--- src/rtl/cca_pkg.sv ---
/*
 Constants, mode decoding and mask helpers for the counter array capture/compare block.
 Assumes an 8-bit special function register bus on the system clock.
*/
package cca_pkg;

	localparam int NUM_MODULES = 3;

	// Register addresses
	localparam logic [7:0] ADDR_COUNTER_LOW = 8'hf9;
	localparam logic [7:0] ADDR_COUNTER_HIGH = 8'hfa;
	localparam logic [7:0] ADDR_COUNTER_CONTROL = 8'hd8;
	localparam logic [7:0] ADDR_PWM_CONFIG = 8'hd9;
	localparam logic [7:0] ADDR_MODE_BASE = 8'hda;
	localparam logic [7:0] ADDR_COMPARE_LOW_BASE = 8'he9;
	localparam logic [7:0] ADDR_COMPARE_HIGH_BASE = 8'hea;

	// Reset values
	localparam logic [7:0] RESET_BYTE = 8'h00;
	localparam logic [15:0] RESET_WORD = 16'h0000;

	// Module mode register fields
	localparam int MODE_WIDE_PWM = 7;
	localparam int MODE_COMP_EN = 6;
	localparam int MODE_CAP_POS = 5;
	localparam int MODE_CAP_NEG = 4;
	localparam int MODE_MATCH_EN = 3;
	localparam int MODE_TOGGLE_EN = 2;
	localparam int MODE_PWM_EN = 1;
	localparam int MODE_IRQ_EN = 0;

	// Counter control register fields
	localparam int CTRL_OVF_FLAG = 7;
	localparam int CTRL_RUN = 6;

	// PWM configuration register fields
	localparam int PWMC_RELOAD_WIN = 7;
	localparam int PWMC_CYC_FLAG = 6;
	localparam int PWMC_CYC_IRQ_EN = 5;
	localparam int PWMC_AUTO_RELOAD = 3;
	localparam int PWMC_CYC_LEN_LSB = 0;
	localparam int PWMC_CYC_LEN_W = 3;

	localparam logic [15:0] COUNTER_MAX = 16'hffff;
	localparam logic [15:0] SHORT_MASK_BASE = 16'hff00;

	typedef enum logic [2:0] {
		MODE_IDLE,
		MODE_CAPTURE,
		MODE_SW_TIMER,
		MODE_HS_OUT,
		MODE_FREQ_OUT,
		MODE_PWM_SHORT,
		MODE_PWM_WIDE
	} cc_mode_t;

	function automatic cc_mode_t decode_mode(input logic [7:0] m);
		if (m[MODE_CAP_POS] || m[MODE_CAP_NEG])
			decode_mode = MODE_CAPTURE;
		else if (m[MODE_PWM_EN] && m[MODE_WIDE_PWM])
			decode_mode = MODE_PWM_WIDE;
		else if (m[MODE_PWM_EN] && m[MODE_TOGGLE_EN])
			decode_mode = MODE_FREQ_OUT;
		else if (m[MODE_PWM_EN])
			decode_mode = MODE_PWM_SHORT;
		else if (m[MODE_TOGGLE_EN])
			decode_mode = MODE_HS_OUT;
		else if (m[MODE_MATCH_EN])
			decode_mode = MODE_SW_TIMER;
		else
			decode_mode = MODE_IDLE;
	endfunction : decode_mode

	// Mask of the counter bits used by the short PWM length (8 + code bits)
	function automatic logic [15:0] short_mask(input logic [2:0] code);
		short_mask = ~(SHORT_MASK_BASE << code);
	endfunction : short_mask

endpackage : cca_pkg

--- src/rtl/counter_array_capture_compare.sv ---
/*
 Counter array with three capture/compare modules on the special function register bus.
 Assumes count_tick is a one-cycle pulse of the selected counter clock on clk,
 and that the watchdog enable level comes from the counter mode register logic.
*/
`timescale 1ns/1ps
`default_nettype none
//
// Contract
// - Each module runs capture, timer, fast output, frequency, short or wide PWM.
// - All short PWM modules share one cycle length.
// - Module interrupt request is event flag gated by its interrupt enable bit.
// - Capture edge chosen by mode bits 5 and 4: rising, falling, both.
// - Comparator off: outputs hold, PWM outputs forced low.
// - Cycle length code 0..7 gives PWM length 8..15 bits.
// - Mode bit 7 selects wide PWM; config bit 3 selects auto-reload.
// - Reload window bit steers compare byte accesses to reload registers.
// - Config bit enables interrupt on overflow of the selected short length bit.
// - Match flag enable lets a comparator match set the event flag.
// - Frequency mode toggles pin on low byte match, adds high byte to low.
// - Frequency is counter clock over twice high byte; zero counts 256.
// - Frequency mode with match flag sets event on full 16-bit match.
// - Wide PWM goes high on match; counter overflow wins and drives it low, or high if the next compare is zero.
// - Auto-reload value takes effect at the next PWM period.
// - Wide PWM sets event on match and overflow flag on wrap.
// - Compare low write clears comparator enable; high write sets it.
// - Wide PWM duty is (65535 minus compare) over 65536; a compare of zero gives full duty.
// - Counter writes ignored while watchdog enable is set.
// - Counter high read returns snapshot loaded when low byte is read.
module counter_array_capture_compare
	import cca_pkg::*;
(
	input wire logic clk,
	input wire logic reset_n,
	input wire logic [7:0] sfr_addr,
	input wire logic [7:0] sfr_wdata,
	input wire logic sfr_wr,
	input wire logic sfr_rd,
	output logic [7:0] sfr_rdata,
	input wire logic count_tick,
	input wire logic watchdog_enable_bit,
	input wire logic [NUM_MODULES-1:0] module_pin_in,
	output logic [NUM_MODULES-1:0] module_pin_out,
	output logic [NUM_MODULES-1:0] module_pin_oe_n,
	output logic [NUM_MODULES-1:0] module_irq,
	output logic cycle_overflow_irq,
	output logic counter_overflow_flag
);

	logic [15:0] counter_r;
	logic [7:0] snapshot_r;
	logic counter_run_r;
	logic [NUM_MODULES-1:0] module_event_flag_r;
	logic [7:0] module_mode_register_r [NUM_MODULES];
	logic reload_window_select_r;
	logic cycle_flag_r;
	logic cycle_irq_en_r;
	logic auto_reload_r;
	logic [2:0] cycle_length_field_r;
	logic tick;
	logic wr_counter_low;
	logic wr_counter_high;
	logic wr_control;
	logic wr_pwm_config;
	logic [NUM_MODULES-1:0] wr_mode;
	logic [NUM_MODULES-1:0] wr_cmp_low;
	logic [NUM_MODULES-1:0] wr_cmp_high;
	logic [NUM_MODULES-1:0] rd_cmp_low;
	logic [NUM_MODULES-1:0] rd_cmp_high;
	logic [NUM_MODULES-1:0] match_event;
	logic [NUM_MODULES-1:0] pin_level;
	logic [7:0] cmp_low_data [NUM_MODULES];
	logic [7:0] cmp_high_data [NUM_MODULES];
	logic [15:0] cyc_mask;
	logic cycle_wrap;
	logic counter_wrap;
	logic [7:0] read_value;

	////////////////////////////////////////////////////////////////////////
	// Address decode

	always_comb
	begin
		tick = count_tick && counter_run_r;
		wr_counter_low = sfr_wr && sfr_addr == ADDR_COUNTER_LOW && !watchdog_enable_bit;
		wr_counter_high = sfr_wr && sfr_addr == ADDR_COUNTER_HIGH && !watchdog_enable_bit;
		wr_control = sfr_wr && sfr_addr == ADDR_COUNTER_CONTROL;
		wr_pwm_config = sfr_wr && sfr_addr == ADDR_PWM_CONFIG;
		for (int i = 0; i < NUM_MODULES; i++)
		begin
			wr_mode[i] = sfr_wr && sfr_addr == 8'(ADDR_MODE_BASE + i);
			wr_cmp_low[i] = sfr_wr && sfr_addr == 8'(ADDR_COMPARE_LOW_BASE + 2 * i);
			wr_cmp_high[i] = sfr_wr && sfr_addr == 8'(ADDR_COMPARE_HIGH_BASE + 2 * i);
			rd_cmp_low[i] = sfr_addr == 8'(ADDR_COMPARE_LOW_BASE + 2 * i);
			rd_cmp_high[i] = sfr_addr == 8'(ADDR_COMPARE_HIGH_BASE + 2 * i);
		end
		cyc_mask = short_mask(cycle_length_field_r);
		cycle_wrap = tick && (counter_r & cyc_mask) == cyc_mask;
		counter_wrap = tick && counter_r == COUNTER_MAX;
	end

	////////////////////////////////////////////////////////////////////////
	// Counter and snapshot

	always_ff @(posedge clk or negedge reset_n)
	begin
		if (!reset_n)
			counter_r <= RESET_WORD;
		else if (wr_counter_low)
			counter_r[7:0] <= sfr_wdata;
		else if (wr_counter_high)
			counter_r[15:8] <= sfr_wdata;
		else if (tick)
			counter_r <= 16'(counter_r + 16'h0001);
	end

	always_ff @(posedge clk or negedge reset_n)
	begin
		if (!reset_n)
			snapshot_r <= RESET_BYTE;
		else if (sfr_rd && sfr_addr == ADDR_COUNTER_LOW)
			snapshot_r <= counter_r[15:8];
	end

	////////////////////////////////////////////////////////////////////////
	// Control register and flags

	always_ff @(posedge clk or negedge reset_n)
	begin
		if (!reset_n)
		begin
			counter_run_r <= 1'b0;
			counter_overflow_flag <= 1'b0;
			module_event_flag_r <= '0;
		end
		else
		begin
			if (wr_control)
				counter_run_r <= sfr_wdata[CTRL_RUN];
			if (counter_wrap)
				counter_overflow_flag <= 1'b1;
			else if (wr_control)
				counter_overflow_flag <= sfr_wdata[CTRL_OVF_FLAG];
			for (int i = 0; i < NUM_MODULES; i++)
			begin
				if (match_event[i])
					module_event_flag_r[i] <= 1'b1;
				else if (wr_control)
					module_event_flag_r[i] <= sfr_wdata[i];
			end
		end
	end

	always_ff @(posedge clk or negedge reset_n)
	begin
		if (!reset_n)
		begin
			reload_window_select_r <= 1'b0;
			cycle_flag_r <= 1'b0;
			cycle_irq_en_r <= 1'b0;
			auto_reload_r <= 1'b0;
			cycle_length_field_r <= 3'h0;
		end
		else
		begin
			if (wr_pwm_config)
			begin
				reload_window_select_r <= sfr_wdata[PWMC_RELOAD_WIN];
				cycle_irq_en_r <= sfr_wdata[PWMC_CYC_IRQ_EN];
				auto_reload_r <= sfr_wdata[PWMC_AUTO_RELOAD];
				cycle_length_field_r <= sfr_wdata[PWMC_CYC_LEN_LSB +: PWMC_CYC_LEN_W];
			end
			if (cycle_wrap)
				cycle_flag_r <= 1'b1;
			else if (wr_pwm_config)
				cycle_flag_r <= sfr_wdata[PWMC_CYC_FLAG];
		end
	end

	always_ff @(posedge clk or negedge reset_n)
	begin
		if (!reset_n)
		begin
			for (int i = 0; i < NUM_MODULES; i++)
				module_mode_register_r[i] <= RESET_BYTE;
		end
		else
		begin
			for (int i = 0; i < NUM_MODULES; i++)
			begin
				if (wr_mode[i])
					module_mode_register_r[i] <= sfr_wdata;
				else if (wr_cmp_low[i])
					module_mode_register_r[i][MODE_COMP_EN] <= 1'b0;
				else if (wr_cmp_high[i])
					module_mode_register_r[i][MODE_COMP_EN] <= 1'b1;
			end
		end
	end

	////////////////////////////////////////////////////////////////////////
	// Read data

	always_comb
	begin
		read_value = RESET_BYTE;
		if (sfr_addr == ADDR_COUNTER_LOW)
			read_value = counter_r[7:0];
		else if (sfr_addr == ADDR_COUNTER_HIGH)
			read_value = snapshot_r;
		else if (sfr_addr == ADDR_COUNTER_CONTROL)
			read_value = {counter_overflow_flag, counter_run_r, 3'h0, module_event_flag_r};
		else if (sfr_addr == ADDR_PWM_CONFIG)
			read_value = {reload_window_select_r, cycle_flag_r, cycle_irq_en_r, 1'b0,
				auto_reload_r, cycle_length_field_r};
		for (int i = 0; i < NUM_MODULES; i++)
		begin
			if (sfr_addr == 8'(ADDR_MODE_BASE + i))
				read_value = module_mode_register_r[i];
			if (rd_cmp_low[i])
				read_value = cmp_low_data[i];
			if (rd_cmp_high[i])
				read_value = cmp_high_data[i];
		end
	end

	always_ff @(posedge clk or negedge reset_n)
	begin
		if (!reset_n)
			sfr_rdata <= RESET_BYTE;
		else if (sfr_rd)
			sfr_rdata <= read_value;
	end

	////////////////////////////////////////////////////////////////////////
	// Modules

	for (genvar g = 0; g < NUM_MODULES; g++)
	begin : g_module
		cca_pin_sync u_sync
		(
			.clk(clk),
			.reset_n(reset_n),
			.pin_async(module_pin_in[g]),
			.pin_level(pin_level[g])
		);

		cca_module u_module
		(
			.clk(clk),
			.reset_n(reset_n),
			.count_tick(tick),
			.counter(counter_r),
			.pin_level(pin_level[g]),
			.mode(module_mode_register_r[g]),
			.cycle_length(cycle_length_field_r),
			.auto_reload(auto_reload_r),
			.reload_window(reload_window_select_r),
			.wr_low(wr_cmp_low[g]),
			.wr_high(wr_cmp_high[g]),
			.wdata(sfr_wdata),
			.rd_low_data(cmp_low_data[g]),
			.rd_high_data(cmp_high_data[g]),
			.pin_drive(module_pin_out[g]),
			.match_event(match_event[g])
		);
	end

	always_comb
	begin
		for (int i = 0; i < NUM_MODULES; i++)
		begin
			module_irq[i] = module_mode_register_r[i][MODE_IRQ_EN] && module_event_flag_r[i];
			module_pin_oe_n[i] = !(module_mode_register_r[i][MODE_PWM_EN]
				|| module_mode_register_r[i][MODE_TOGGLE_EN]);
		end
		cycle_overflow_irq = cycle_irq_en_r && cycle_flag_r;
	end

endmodule : counter_array_capture_compare
`default_nettype wire

--- src/rtl/cca_pin_sync.sv ---
/*
 Two-stage synchroniser for one module pin input.
 Assumes the pin is asynchronous to clk.
*/
`timescale 1ns/1ps
`default_nettype none
module cca_pin_sync
(
	input wire logic clk,
	input wire logic reset_n,
	input wire logic pin_async,
	output logic pin_level
);

	logic meta_r;

	always_ff @(posedge clk or negedge reset_n)
	begin
		if (!reset_n)
		begin
			meta_r <= 1'b0;
			pin_level <= 1'b0;
		end
		else
		begin
			meta_r <= pin_async;
			pin_level <= meta_r;
		end
	end

endmodule : cca_pin_sync
`default_nettype wire

--- src/rtl/cca_module.sv ---
/*
 One capture/compare module: compare and reload registers, capture, compare,
 frequency output and PWM output generation.
 Assumes a synchronised pin level and a one-cycle counter tick on clk.
*/
`timescale 1ns/1ps
`default_nettype none
module cca_module
	import cca_pkg::*;
(
	input wire logic clk,
	input wire logic reset_n,
	input wire logic count_tick,
	input wire logic [15:0] counter,
	input wire logic pin_level,
	input wire logic [7:0] mode,
	input wire logic [2:0] cycle_length,
	input wire logic auto_reload,
	input wire logic reload_window,
	input wire logic wr_low,
	input wire logic wr_high,
	input wire logic [7:0] wdata,
	output logic [7:0] rd_low_data,
	output logic [7:0] rd_high_data,
	output logic pin_drive,
	output logic match_event
);

	cc_mode_t mode_sel;
	logic [15:0] compare_r;
	logic [15:0] reload_r;
	logic pin_prev_r;
	logic [15:0] mask;
	logic comp_on;
	logic match16;
	logic match_low;
	logic match_short;
	logic ovf_short;
	logic ovf_wide;
	logic edge_hit;
	logic [15:0] next_wide;
	logic [15:0] next_short;
	logic event_nxt;

	////////////////////////////////////////////////////////////////////////
	// Decode and compare

	always_comb
	begin
		mode_sel = decode_mode(mode);
		mask = short_mask(cycle_length);
		comp_on = mode[MODE_COMP_EN];
		match16 = counter == compare_r;
		match_low = counter[7:0] == compare_r[7:0];
		match_short = (counter & mask) == (compare_r & mask);
		ovf_short = (counter & mask) == mask;
		ovf_wide = counter == COUNTER_MAX;
		edge_hit = (mode[MODE_CAP_POS] && pin_level && !pin_prev_r)
			|| (mode[MODE_CAP_NEG] && !pin_level && pin_prev_r);
		next_wide = auto_reload ? reload_r : compare_r;
		if (cycle_length == 3'h0)
			next_short = {compare_r[15:8], compare_r[15:8]};
		else
			next_short = reload_r;
	end

	always_comb
	begin
		event_nxt = 1'b0;
		unique case (mode_sel)
			MODE_CAPTURE: event_nxt = edge_hit;
			MODE_SW_TIMER, MODE_HS_OUT, MODE_FREQ_OUT, MODE_PWM_WIDE:
				event_nxt = count_tick && comp_on && mode[MODE_MATCH_EN] && match16;
			MODE_PWM_SHORT:
				event_nxt = count_tick && comp_on && mode[MODE_MATCH_EN] && match_short;
			MODE_IDLE: event_nxt = 1'b0;
		endcase
	end

	////////////////////////////////////////////////////////////////////////
	// Compare register

	always_ff @(posedge clk or negedge reset_n)
	begin
		if (!reset_n)
			compare_r <= RESET_WORD;
		else if (wr_low && !reload_window)
			compare_r[7:0] <= wdata;
		else if (wr_high && !reload_window)
			compare_r[15:8] <= wdata;
		else if (mode_sel == MODE_CAPTURE && edge_hit)
			compare_r <= counter;
		else if (count_tick && comp_on)
		begin
			if (mode_sel == MODE_FREQ_OUT && match_low)
				compare_r[7:0] <= 8'(compare_r[7:0] + compare_r[15:8]);
			else if (mode_sel == MODE_PWM_WIDE && ovf_wide)
				compare_r <= next_wide;
			else if (mode_sel == MODE_PWM_SHORT && ovf_short)
				compare_r <= next_short;
		end
	end

	////////////////////////////////////////////////////////////////////////
	// Reload register

	always_ff @(posedge clk or negedge reset_n)
	begin
		if (!reset_n)
			reload_r <= RESET_WORD;
		else if (wr_low && reload_window)
			reload_r[7:0] <= wdata;
		else if (wr_high && reload_window)
			reload_r[15:8] <= wdata;
	end

	////////////////////////////////////////////////////////////////////////
	// Pin output

	always_ff @(posedge clk or negedge reset_n)
	begin
		if (!reset_n)
			pin_drive <= 1'b0;
		else if (!comp_on)
		begin
			if (mode_sel == MODE_PWM_SHORT || mode_sel == MODE_PWM_WIDE)
				pin_drive <= 1'b0;
		end
		else if (count_tick)
		begin
			unique case (mode_sel)
				MODE_HS_OUT:
					if (match16)
						pin_drive <= !pin_drive;
				MODE_FREQ_OUT:
					if (match_low)
						pin_drive <= !pin_drive;
				MODE_PWM_WIDE:
					if (ovf_wide)
						pin_drive <= next_wide == RESET_WORD;
					else if (match16)
						pin_drive <= 1'b1;
				MODE_PWM_SHORT:
					if (ovf_short)
						pin_drive <= (next_short & mask) == RESET_WORD;
					else if (match_short)
						pin_drive <= 1'b1;
				MODE_IDLE, MODE_CAPTURE, MODE_SW_TIMER: pin_drive <= pin_drive;
			endcase
		end
	end

	always_ff @(posedge clk or negedge reset_n)
	begin
		if (!reset_n)
		begin
			pin_prev_r <= 1'b0;
			match_event <= 1'b0;
		end
		else
		begin
			pin_prev_r <= pin_level;
			match_event <= event_nxt;
		end
	end

	assign rd_low_data = reload_window ? reload_r[7:0] : compare_r[7:0];
	assign rd_high_data = reload_window ? reload_r[15:8] : compare_r[15:8];

endmodule : cca_module
`default_nettype wire

--- config.mk ---
export PLATFORM = sky130hd
export DESIGN_NAME = counter_array_capture_compare
export DESIGN_NICKNAME = d
export VERILOG_FILES = /design/src/rtl/cca_pkg.sv /design/src/rtl/counter_array_capture_compare.sv /design/src/rtl/cca_pin_sync.sv /design/src/rtl/cca_module.sv
export SDC_FILE = /design/constraint.sdc
export NUM_CORES = 1
export LEC_CHECK = 0
export BUFFER_PORTS_ARGS = -buffer_cell sky130_fd_sc_hd__buf_2
export CORE_UTILIZATION = 55
export CTS_CLUSTER_DIAMETER = 150
export DETAILED_ROUTE_END_ITERATION = 8
export PLACE_DENSITY = 0.72
export SYNTH_ARGS = -nofsm -noshare
export SYNTH_HDL_FRONTEND = slang
export SYNTH_SLANG_ARGS = --single-unit
export TNS_END_PERCENT = 30
--- constraint.sdc ---
create_clock -name clk -period 6.7 [get_ports clk]
set_clock_uncertainty 0.1 [all_clocks]
set_input_delay 1.005 -clock clk [delete_from_list [all_inputs] [get_ports clk]]
set_output_delay 1.005 -clock clk [all_outputs]
set_load 0.005 [all_outputs]
==> out/metrics.csv <==
stage;metric;value;unit
cells_and_area;fin_nets;1569;
cells_and_area;fin_area;14300;um^2
place;finalWeightedCongestion;1.08;
synth;synth_area_leaders;dfrtp_1 34%, mux2_2 8.7%, o21ai_0 4.2%;
synth;synth-edff-count;0;
setup_path;critPathRequiredTime;6930;ps
drt;route.detailed.drc;0;
sta;worst_pin_slew;1300;ps
floorplanning;die_area;24900;um^2
clock_tree;cts.sinks;179;
sta;tns;0;ps
clock_tree;cts.htree.levels;4;
setup_path;path_class;flip-flop to flip-flop;
clock_tree;clk_latency;450;ps
drt;drtAntennaViolNets;0;
clock_tree;root_buffer;clkbuf_16;
run_status;status;finished, final reports clean;
cells_and_area;drive_above_1_share;0.148;
synth;synthCells;1542;
setup_path;crit_fanout;16;
synth;syn_nets;1598;
power;clock_power_share;0.359;
setup_path;worstPathArrival;4490;ps
clock_tree;cts_tree;done;
global_route;grt_max_degree;75;
power;seq_power_share;0.423;
global_route;gr-usage-all-layers;0.454;
sta;fmax;235;MHz
global_route;grt_pass1_wl;81.4;mm
synth;ys_seq_elements;179;
sta;slew_headroom;0.137;
sta;hold_slack;262;ps
clock_tree;post-cts-setup-buffers;0;
drt;wl;55.1;mm
floorplanning;coreArea;23700;um^2
synth;syn-cell-area;13400;um^2
setup_path;start_kind;flip-flop;
place;place.port_buffers;43;
power;p_int;1.98;mW
cells_and_area;antenna_cells;0;
floorplanning;ios;44;
synth;synth_ff_type;dfrtp_1;
place;placed_cells;1813;
synth;synth_top_area_share;0.335;
global_route;antenna_found_initial;0;
synth;synth_seq_area_share;0.335;
clock_tree;max-clock-path-buffers;2;
synth;synth_top_cell_by_area;dfrtp_1;
power;p_leak;5.95;nW
synth;synth-async-reset-ratio;1.00;
synth;synth-warning-count;0;
worst_hold_path;holdCritPathClass;flip-flop to flip-flop;
sta;finalMaxSlewViolations;0;
sta;fin_crit_sh;0.635;
global_route;grt-ovfl-total;0;
drt;drt-pass1-iter-count;6;
clock_tree;postCtsResizedCells;0;
sta;finalSetupViolCount;0;
floorplanning;die_y;158;um
sta;post-route-min-period;4250;ps
global_route;grt_pass1_vias;12500;
synth;synth_most_common_cell;dfrtp_1;
drt;routed_via_density;7.42;
floorplanning;initial_core_util;0.564;
power;power.switching;1.02;mW
drt;num_vias;13700;
clock_tree;cts_buffers;17;
job;cap_viol_max_count;0;
power;p_sw_frac;0.341;
place;place_area;13700;um^2
clock_tree;cts.clk_slew.worst_paths;70;ps
cells_and_area;fill_cells;2170;
clock_tree;cts_hold_buffers;0;
power;power_density;210;nW/um^2
synth;ys_types;85;
drt;dr.first_iter.drc_count;2142;
synth;syn_area_per_cell;8.67;um^2
sta;rsz0062_at_grt;no;
setup_path;crit_path_end_kind;flip-flop;
floorplanning;num_rows;56;
power;power.ir.vdd_worst;0.000156;V
cells_and_area;area_growth_syn_to_layout;6.92;%
place;dpl.hpwl;38.0;mm
drt;drt-wirelength-per-cell;29.9;um
floorplanning;die_w;158;um
sta;timing_hold_violations_final;0;
power;p_comb_frac;0.218;
synth;ys_top_cells_by_count;179 x dfrtp_1, 145 x nand2_1, 113 x o21ai_0;
cells_and_area;final_cells;1844;
## layout make-up
cell class	instances	area, um^2	share of cell area
Multi-Input combinational cell	1222	8320	0.582
Sequential cell	179	4480	0.314
Clock buffer	18	429	0.0300
Tap cell	319	399	0.0279
Timing Repair Buffer	64	382	0.0267
Clock inverter	13	174	0.0122
Inverter	29	109	0.00762
## per-layer routing
layer,vias up,global-route usage,part of all wire
met3,285,0.127,0.13
met4,0,0.283,0.077
li1,5771,-,-
met1,6546,0.602,0.38
met2,1086,0.649,0.42
met5,-,0,0
## state kept, by name (all words and copies together) (netlist names)
signal	cells
auto_reload_r	1
counter_overflow_flag	1
counter_r	16
counter_run_r	1
cycle_flag_r	1
cycle_irq_en_r	1
cycle_length_field_r	3
g_module.u_module.compare_r	48
g_module.u_module.match_event	3
g_module.u_module.pin_drive	3
g_module.u_module.pin_prev_r	3
g_module.u_module.reload_r	48
g_module.u_sync.meta_r	3
g_module.u_sync.pin_level	3
module_event_flag_r	3
module_mode_register_r	24
reload_window_select_r	1
sfr_rdata	8
snapshot_r	8
## cells in the final DEF, fill, tap and decap left out, types with 9 or more instances in the layout
cell	count
dfrtp_1	178
nand2_1	145
o21ai_0	113
mux2_2	103
nor2_1	100
a21oi_1	90
o22ai_1	49
nand3_1	47
mux2i_1	46
nor3_1	44
xnor2_1	43
buf_2	42
a211oi_1	30
inv_1	28
nor4_1	28
ha_1	28
xor2_1	25
a31oi_1	24
buf_4	21
a22oi_1	19
and3_1	17
clkbuf_16	17
nand4_1	15
o21a_1	13
nand2b_1	12
a21o_1	12
a221oi_1	12
o211ai_1	11
and2_1	11
a221o_1	11
a22o_1	11
nor2b_1	10
o221ai_1	10
o2111ai_1	10
or4_1	10
or3_1	9
## cells by family after synthesis
family	count (synthesis)	synth area share
AO/OA/AOI/OAI	481	0.237
XOR/XNOR	68	0.0446
adder cells (fa/ha/maj)	31	0.0307
buffers and inverters	141	0.0444
flip-flops	179	0.335
multiplexers	149	0.121
AND/OR/NAND/NOR	493	0.187
## through the flow
step / power (mW) / setup WS [ps] / utilization
after detailed placement: 1.91 / 2440 / 0.578
after floorplan: 1.67 / 3500 / -
after CTS: 2.98 / 2580 / 0.603
final: 3.00 / 2450 / 0.603
after global routing: 3.10 / 2340 / 0.603
after global placement: 1.91 / 2510 / 0.578
## path summary, 6_finish.rpt
check | slack (ps) | to | start | cells after the start
hold / removal | 260 | g_module[0].u_sync.pin_level | g_module[0].u_sync.meta_r | 0
max in group asynchronous | 4710 | g_module[1].u_module.reload_r[0] | reset_n | 2
setup reg to reg | 2450 | g_module[0].u_module.compare_r[12] | counter_r[0] | 8
hold reg to reg | 260 | g_module[0].u_sync.pin_level | g_module[0].u_sync.meta_r | 0
min in group asynchronous | 380 | module_mode_register_r[4] | reset_n | 1
setup / recovery | 2450 | g_module[0].u_module.compare_r[12] | counter_r[0] | 8
## worst max-delay path: stages (launching register included)
cell and delay [ps]:
dfrtp_1 790, ha_1 290, nand3_1 210, or4_4 760, o21ai_1 920, nand2_2 340
a211oi_1 330, o21ai_0 120, mux2_2 270
## power by group through the flow
stage / sequential, mW / combinational [mW] / clock (mW)
3_5_place_dp: 1.28 / 0.631 / 0
5_1_grt: 1.27 / 0.708 / 1.12
3_3_place_gp: 1.28 / 0.624 / 0
6_report: 1.27 / 0.655 / 1.08
2_1_floorplan: 1.20 / 0.472 / 0
4_1_cts: 1.26 / 0.635 / 1.08
Power figures use the tool's default switching activity.
